File: src/logic/mesi_pkg.sv
/*
 * Package for the modem event, status and interrupt block: register offsets,
 * bit positions, reset values and the carrier structs used at the ports.
 * Assumes a 16-bit register port with word addresses decoded by the host side.
 */
package mesi_pkg;

    // Register offsets (word addresses on the register port)
    localparam logic [7:0] MESI_OFS_SOFT_RESET = 8'h07;
    localparam logic [7:0] MESI_OFS_EVENT_FLAGS = 8'h20;
    localparam logic [7:0] MESI_OFS_IRQ_BLOCK = 8'h21;
    localparam logic [7:0] MESI_OFS_MODEM_CTRL = 8'h22;
    localparam logic [7:0] MESI_OFS_CONTROL = 8'h02;

    // Reset values and the software reset key
    localparam logic [15:0] MESI_RST_EVENT_FLAGS = 16'h0000;
    localparam logic [15:0] MESI_RST_IRQ_BLOCK = 16'h0024;
    localparam logic [15:0] MESI_RST_SOFT_RESET = 16'h0000;
    localparam logic [15:0] MESI_SOFT_RESET_KEY = 16'h0001;

    // Event status bit positions
    localparam int MESI_BIT_CTS = 0;
    localparam int MESI_BIT_CARRIER = 1;
    localparam int MESI_BIT_TX_EMPTY = 2;
    localparam int MESI_BIT_TX_FULL = 3;
    localparam int MESI_BIT_TX_LEVEL = 4;
    localparam int MESI_BIT_RX_EMPTY = 5;
    localparam int MESI_BIT_RX_FULL = 6;
    localparam int MESI_BIT_RX_LEVEL = 7;
    localparam int MESI_BIT_CRC = 8;
    localparam int MESI_BIT_WATCHDOG = 9;
    localparam int MESI_BIT_PARITY = 10;
    localparam int MESI_BIT_FRAME = 11;
    localparam int MESI_BIT_GAP = 12;
    localparam int MESI_BIT_JABBER_ENGAGED = 13;
    localparam int MESI_BIT_JAB_DONE = 14;
    localparam int MESI_BIT_RESET_SEEN = 15;

    // Control and modem-control bit positions
    localparam int MESI_BIT_IRQ_LEVEL = 2;
    localparam int MESI_BIT_INTERRUPT_POLARITY = 3;
    localparam int MESI_BIT_RTS = 0;
    localparam int MESI_BIT_LOOPBACK = 2;

    // Bits of the event register that are live, not sticky
    localparam logic [15:0] MESI_LIVE_MASK = 16'h60FF;
    // Bits the host may never clear by writing
    localparam logic [15:0] MESI_RO_MASK = 16'h0003;
    // Writable bits of the mask register (bit 15 reserved)
    localparam logic [15:0] MESI_BLOCK_WMASK = 16'h7FFF;
    // Writable bits of the control register: interrupt level and polarity
    localparam logic [15:0] MESI_CONTROL_WMASK = 16'h000C;
    // Writable bits of the modem control register: request-to-send and loopback
    localparam logic [15:0] MESI_MODEM_CTRL_WMASK = 16'h0005;

    // Raw event inputs from the modem core
    typedef struct packed {
        logic gap_err;
        logic frame_err;
        logic parity_err;
        logic watchdog_expired;
        logic crc_err;
    } mesi_events_t;

    // Live conditions from the modem core
    typedef struct packed {
        logic jabber_timeout_done;
        logic jabber_engaged;
        logic carrier_present;
        logic manchester_mode;
        logic rx_fifo_threshold_hit;
        logic rx_fifo_full_flag;
        logic rx_fifo_empty_flag;
        logic tx_fifo_threshold_hit;
        logic tx_fifo_full_flag;
        logic tx_fifo_empty_flag;
    } mesi_live_t;

    // Register port request
    typedef struct packed {
        logic        wr;
        logic        rd;
        logic [7:0]  addr;
        logic [15:0] wdata;
    } mesi_req_t;

endpackage : mesi_pkg

File: src/logic/mesi_top.sv
/*
 * Event status, interrupt mask and software reset of the modem.
 * Assumes the serial port front end delivers decoded one-cycle read and
 * write strobes on clk, and that live inputs already come from clk logic.
 */
`timescale 1ns/10ps

module mesi_top (
    input  wire logic                    clk,
    input  wire logic                    sys_rst,
    input  wire mesi_pkg::mesi_req_t     req,
    input  wire mesi_pkg::mesi_events_t  events,
    input  wire mesi_pkg::mesi_live_t    live,
    output logic                         rd_valid,
    output logic [15:0]                  rd_data,
    output logic                         irq_pin,
    output logic                         fifo_flush,
    output logic                         rts_out,
    output logic                         loopback_out
);
    import mesi_pkg::*;

    typedef struct packed {
        logic [15:0] flags;      // Sticky and live event flags
        logic [15:0] block;      // Interrupt mask
        logic [15:0] control;    // Interrupt mode and polarity
        logic [15:0] modem_ctrl; // Request-to-send and loopback
        logic [15:0] prev_irq;   // Last unmasked flags, for edge finding
        logic        irq_act;    // Interrupt asserted, before polarity
        logic        rd_valid;
        logic [15:0] rd_data;
        logic        irq_pin;
        logic        flush;
    } mesi_state_t;

    mesi_state_t state_q;
    mesi_state_t state_d;

    // Reset values shared by the power-on and software reset paths
    function automatic mesi_state_t mesi_defaults(input logic after_soft);
        mesi_state_t s;
        s = '0;
        s.flags = MESI_RST_EVENT_FLAGS;
        s.flags[MESI_BIT_RESET_SEEN] = after_soft;
        s.block = MESI_RST_IRQ_BLOCK;
        s.irq_pin = 1'b1;        // Inactive for the default active-low pin
        s.flush = after_soft;
        return s;
    endfunction : mesi_defaults

    // Write strobe aimed at one register offset; shared by every write decode
    function automatic logic mesi_wr_hit(input mesi_req_t r, input logic [7:0] ofs);
        return r.wr && (r.addr == ofs);
    endfunction : mesi_wr_hit

    logic [15:0] live_bits;
    logic [15:0] set_bits;
    logic [15:0] pending;
    logic        wr_flags;
    logic        soft_rst;

    // Live and event bits gathered into status layout
    always_comb begin
        live_bits = '0;
        set_bits = '0;
        live_bits[MESI_BIT_CTS] = state_q.modem_ctrl[MESI_BIT_RTS] & ~live.carrier_present
                                  & ~state_q.modem_ctrl[MESI_BIT_LOOPBACK];
        live_bits[MESI_BIT_CARRIER] = live.carrier_present & ~live.manchester_mode;
        live_bits[MESI_BIT_TX_EMPTY] = live.tx_fifo_empty_flag;
        live_bits[MESI_BIT_TX_FULL] = live.tx_fifo_full_flag;
        live_bits[MESI_BIT_TX_LEVEL] = live.tx_fifo_threshold_hit;
        live_bits[MESI_BIT_RX_EMPTY] = live.rx_fifo_empty_flag;
        live_bits[MESI_BIT_RX_FULL] = live.rx_fifo_full_flag;
        live_bits[MESI_BIT_RX_LEVEL] = live.rx_fifo_threshold_hit;
        live_bits[MESI_BIT_JABBER_ENGAGED] = live.jabber_engaged;
        live_bits[MESI_BIT_JAB_DONE] = live.jabber_timeout_done;
        set_bits[MESI_BIT_GAP] = events.gap_err & ~live.manchester_mode;
        set_bits[MESI_BIT_PARITY] = events.parity_err & ~live.manchester_mode;
        set_bits[MESI_BIT_FRAME] = events.frame_err;
        set_bits[MESI_BIT_WATCHDOG] = events.watchdog_expired;
        set_bits[MESI_BIT_CRC] = events.crc_err;
    end

    assign wr_flags = mesi_wr_hit(req, MESI_OFS_EVENT_FLAGS);
    // software reset key; any other value leaves the block alone
    assign soft_rst = mesi_wr_hit(req, MESI_OFS_SOFT_RESET)
                      && (req.wdata == MESI_SOFT_RESET_KEY);

    assign pending = state_q.flags & ~state_q.block & MESI_BLOCK_WMASK;

    // Next state: register writes, flag updates, interrupt and read data
    always_comb begin
        state_d = state_q;
        state_d.flush = 1'b0;
        state_d.rd_valid = 1'b0;
        if (soft_rst) begin
            state_d = mesi_defaults(1'b1);
        end else begin
            state_d.flags = (state_q.flags & ~MESI_LIVE_MASK)
                            & ~(wr_flags ? (req.wdata & ~MESI_RO_MASK) : 16'h0000);
            state_d.flags = (state_d.flags | set_bits) & ~MESI_LIVE_MASK;
            state_d.flags = state_d.flags | live_bits;
            // reset record keeps its sticky set
            if (state_q.flags[MESI_BIT_RESET_SEEN] && !(wr_flags
                    && req.wdata[MESI_BIT_RESET_SEEN])) begin
                state_d.flags[MESI_BIT_RESET_SEEN] = 1'b1;
            end
            if (mesi_wr_hit(req, MESI_OFS_IRQ_BLOCK)) begin
                state_d.block = req.wdata & MESI_BLOCK_WMASK;
            end
            if (mesi_wr_hit(req, MESI_OFS_CONTROL)) begin
                // Only level and polarity are kept, other bits read back zero
                state_d.control = req.wdata & MESI_CONTROL_WMASK;
            end
            if (mesi_wr_hit(req, MESI_OFS_MODEM_CTRL)) begin
                state_d.modem_ctrl = req.wdata & MESI_MODEM_CTRL_WMASK;
            end
            state_d.prev_irq = pending;
            if (state_q.control[MESI_BIT_IRQ_LEVEL]) begin
                state_d.irq_act = |pending;
            end else begin
                state_d.irq_act = |(pending & ~state_q.prev_irq);
            end
            if (req.rd) begin
                state_d.rd_valid = 1'b1;
                unique case (req.addr)
                    MESI_OFS_EVENT_FLAGS: state_d.rd_data = state_q.flags;
                    MESI_OFS_IRQ_BLOCK:   state_d.rd_data = state_q.block;
                    MESI_OFS_CONTROL:     state_d.rd_data = state_q.control;
                    MESI_OFS_MODEM_CTRL:  state_d.rd_data = state_q.modem_ctrl;
                    default:              state_d.rd_data = MESI_RST_SOFT_RESET;
                endcase
            end
        end
        state_d.irq_pin = state_d.control[MESI_BIT_INTERRUPT_POLARITY] ? state_d.irq_act
                                                             : ~state_d.irq_act;
    end

    // State register
    always_ff @(posedge clk) begin
        if (sys_rst) begin
            state_q <= mesi_defaults(1'b0);
        end else begin
            state_q <= state_d;
        end
    end

    assign rd_valid = state_q.rd_valid;
    assign rd_data = state_q.rd_data;
    assign irq_pin = state_q.irq_pin;
    assign fifo_flush = state_q.flush;
    assign rts_out = state_q.modem_ctrl[MESI_BIT_RTS];
    assign loopback_out = state_q.modem_ctrl[MESI_BIT_LOOPBACK];

endmodule : mesi_top

File: config.mk
export PLATFORM = sky130hd
export DESIGN_NAME = mesi_top
export DESIGN_NICKNAME = d
export VERILOG_FILES = /design/src/logic/mesi_pkg.sv /design/src/logic/mesi_top.sv
export SDC_FILE = /design/constraint.sdc
export NUM_CORES = 1
export LEC_CHECK = 0
export BUFFER_PORTS_ARGS = -buffer_cell sky130_fd_sc_hd__buf_4
export CAP_MARGIN = 0
export CORE_MARGIN = 1.5
export CORE_UTILIZATION = 50
export CTS_BUF_LIST = sky130_fd_sc_hd__clkbuf_16
export CTS_CLUSTER_DIAMETER = 150
export DETAILED_ROUTE_END_ITERATION = 12
export GPL_TIMING_DRIVEN = 0
export HOLD_SLACK_MARGIN = 0.08
export PLACE_DENSITY = 0.74
export SLEW_MARGIN = 20
export SYNTH_ARGS = -nofsm -noshare
export SYNTH_HDL_FRONTEND = slang
export SYNTH_SLANG_ARGS = --single-unit
File: constraint.sdc
create_clock -name clk -period 4.73 [get_ports clk]
set_input_delay 0.946 -clock clk [delete_from_list [all_inputs] [get_ports clk]]
set_output_delay 0.946 -clock clk [all_outputs]
set_load 0.02 [all_outputs]
==> results_dict.tcl <==
set metrics [dict create \
    cts_sinks 69 \
    postSynthRegisterBits 69 \
    die_width_um 79.4 \
    yosysTopAreaCell "dfxtp_1" \
    ios 64 \
    die_h_um 79.4 \
    arrival_ns 2.70 \
    use_met3_pct 4.80 \
    slew_headroom_pct 62.5 \
    hold_viol 0 \
    viasPerCell 5.59 \
    syn_area_per_cell_um2 9.13 \
    drive_above_1_share_pct 29.5 \
    critical-path-top-delay-family "buffers and inverters" \
    final_common_cell "buf_4" \
    synth_edf_count 0 \
    htree_levels 3 \
    cpPeakStageDelay_ns 0.47 \
    grt-ovfl-total 0 \
    worstPathCellList "buf_4 -> nor4_1 -> nand4_1 -> o21ai_1 -> buf_2 -> buf_2 -> nor2_1" \
    async_flop_share_pct 0 \
    regArea_um2 1380 \
    p_leak_nw 1.53 \
    critPathSlowestCell "nor4_1" \
    grt_max_degree 12 \
    setup_tns_ns 0 \
    synthFlopType "dfxtp_1" \
    required_ns 4.94 \
    use_met2_pct 43.6 \
    gr-max-usage-layer "met2" \
    clkTransAtPathRegs_ns 0.05 \
    drv_slew 0 \
    coreArea_um2 5570 \
    critPathBufInv 3 \
    clock_latency_ns 0.33 \
    cts_resized 0 \
    port_buffers 61 \
    cts_tree "done" \
    cp_max_fo 10 \
    synth_warnings 0 \
    drv_cap 0 \
    area_growth_pct 27.6 \
    diodes 0 \
    met1_usage_pct 35.0 \
    cp-end-kind "flip-flop" \
    synth_cells 320 \
    num_vias 2624 \
    wl_per_cell_um 16.9 \
    place_hpwl_um 5890 \
    antenna_found_initial 0 \
    fmax_mhz 402 \
    fin_nets 435 \
    tightest_slew_ns 0.563 \
    worst_slack_ns 2.24 \
    clock_path_buffers 2 \
    powerDensity_nw_per_um2 343 \
    status "complete, no violations" \
    root_buffer "clkbuf_16" \
    cts_buffers 9 \
    multi_input_comb_area_um2 1290 \
    path_class "in -> reg" \
    grt_pass1_vias 2531 \
    ys_seq_area_share_pct 47.3 \
    mostFrequentLayoutCells "78 x buf_4, 69 x dfxtp_1, 39 x nor2_1" \
    syn_area_um2 2920 \
    fillers 483 \
    grt_first_pass_wirelength_um 12700 \
    setup_viol 0 \
    min_period_ns 2.49 \
    crit_top_cell "buf_2" \
    grtUsageTotal_pct 27.3 \
    fin_crit_sh_pct 52.6 \
    yosys.area.top_type_share_pct 47.3 \
    die_area_um2 6310 \
    critPathLaunchType "primary input" \
    wl_um 7940 \
    post-route-drc-count 0 \
    cts.hold.buffers_added 0 \
    gp_congestion 0.940 \
    syn_nets 363 \
    start_util_pct 52.4 \
    drt-initial-drc-count 172 \
    fin_skew_ns 0.00325 \
    rows 27 \
    ir_drop_mv 0.215 \
    rsz0062_at_grt "false" \
    hold_class "reg -> reg" \
    yosysUniqueCellTypes 42 \
    post_cts_buffers 0 \
    pre_cts_ws_ns 1.97 \
    synth.area.top_cells "dfxtp_1 47%, nor2_1 5.0%, nand3_1 4.5%, buf_4 4.4%, a2bb2oi_1 4.2%" \
    final_antenna_net_count 0 \
    drt_pass1_iterations 5 \
]
[sequential cells by signal (all words and copies together), names as in the netlist]
name / flops
fifo_flush: 1
irq_pin: 1
loopback_out: 1
rd_data: 16
rd_valid: 1
rts_out: 1
state_q: 48
[layout make-up]
type,instances,area share (%)
Clock buffer,9,6.04
Sequential cell,69,37.0
Clock inverter,7,0.906
Timing Repair Buffer,61,12.3
Multi-Input combinational cell,213,34.7
Buffer,35,6.31
Tap cell,72,2.42
Inverter,3,0.302
[cell families (layout without fill, tap and decap cells)]
family | count (synthesis) | count (layout) | share of synthesized area (%)
AOI/OAI and AO/OA | 61 | 61 | 14.6
buffers and inverters | 38 | 115 | 8.44
DFF | 69 | 69 | 47.3
muxes | 7 | 7 | 2.48
and+or+nand+nor | 145 | 145 | 27.2
[where the power goes]
| part | switching [W] | internal (W) | leakage [nW] |
|---|---|---|---|
| Sequential | 0.00000652 | 0.000594 | 0.562 |
| Clock | 0.000238 | 0.000345 | 0.131 |
| Combinational | 0.0000538 | 0.0000419 | 0.834 |
| Total | 0.000298 | 0.000982 | 1.53 |
[synthesized netlist by cell type (4+ instances only)]
cell type,instances
nor2_2,4
a2bb2oi_1,14
buf_2,8
nand4_1,6
nor2_1,39
dfxtp_1,69
buf_4,17
nand3_1,26
clkbuf_1,6
o22ai_1,7
nor4_1,5
buf_6,4
a22oi_1,11
nand2b_1,15
a21oi_1,21
nand2_1,21
and3_1,9
nor2b_1,6
mux2i_1,5
[through the flow]
step	total power [W]	hold slack, ns	instances	cell area, um^2	utilization, %
6_report	0.00128	0.449	469	3730	66.9
5_1_grt	0.00132	0.468	469	3730	66.9
4_1_cts	0.00128	0.450	469	3730	66.9
3_5_place_dp	0.000707	0.444	453	3470	62.2
3_3_place_gp	0.000706	0.441	453	3470	62.2
2_1_floorplan	0.000655	0.431	320	2920	-
[final timing paths]
check	start	endpoint	slack, ns	cells after the start
hold / removal	state_q[99]	state_q[99]	0.45	2
hold reg to reg	state_q[99]	state_q[99]	0.45	2
setup / recovery	req[14]	rd_data[2]	2.24	7
setup reg to reg	loopback_out	rd_data[2]	3.25	4
[worst min-delay path, cell delays in order, from the launching register on]
cell,delay (ns)
dfxtp_1,0.30
nand2_1,0.05
a21oi_1,0.05
[routing by layer]
metal	wire (um)	up-vias
met5	0	-
met4	224	0
met3	601	22
met2	3780	121
met1	3330	1217
li1	-	1264
Power figures use the tool's default switching activity.
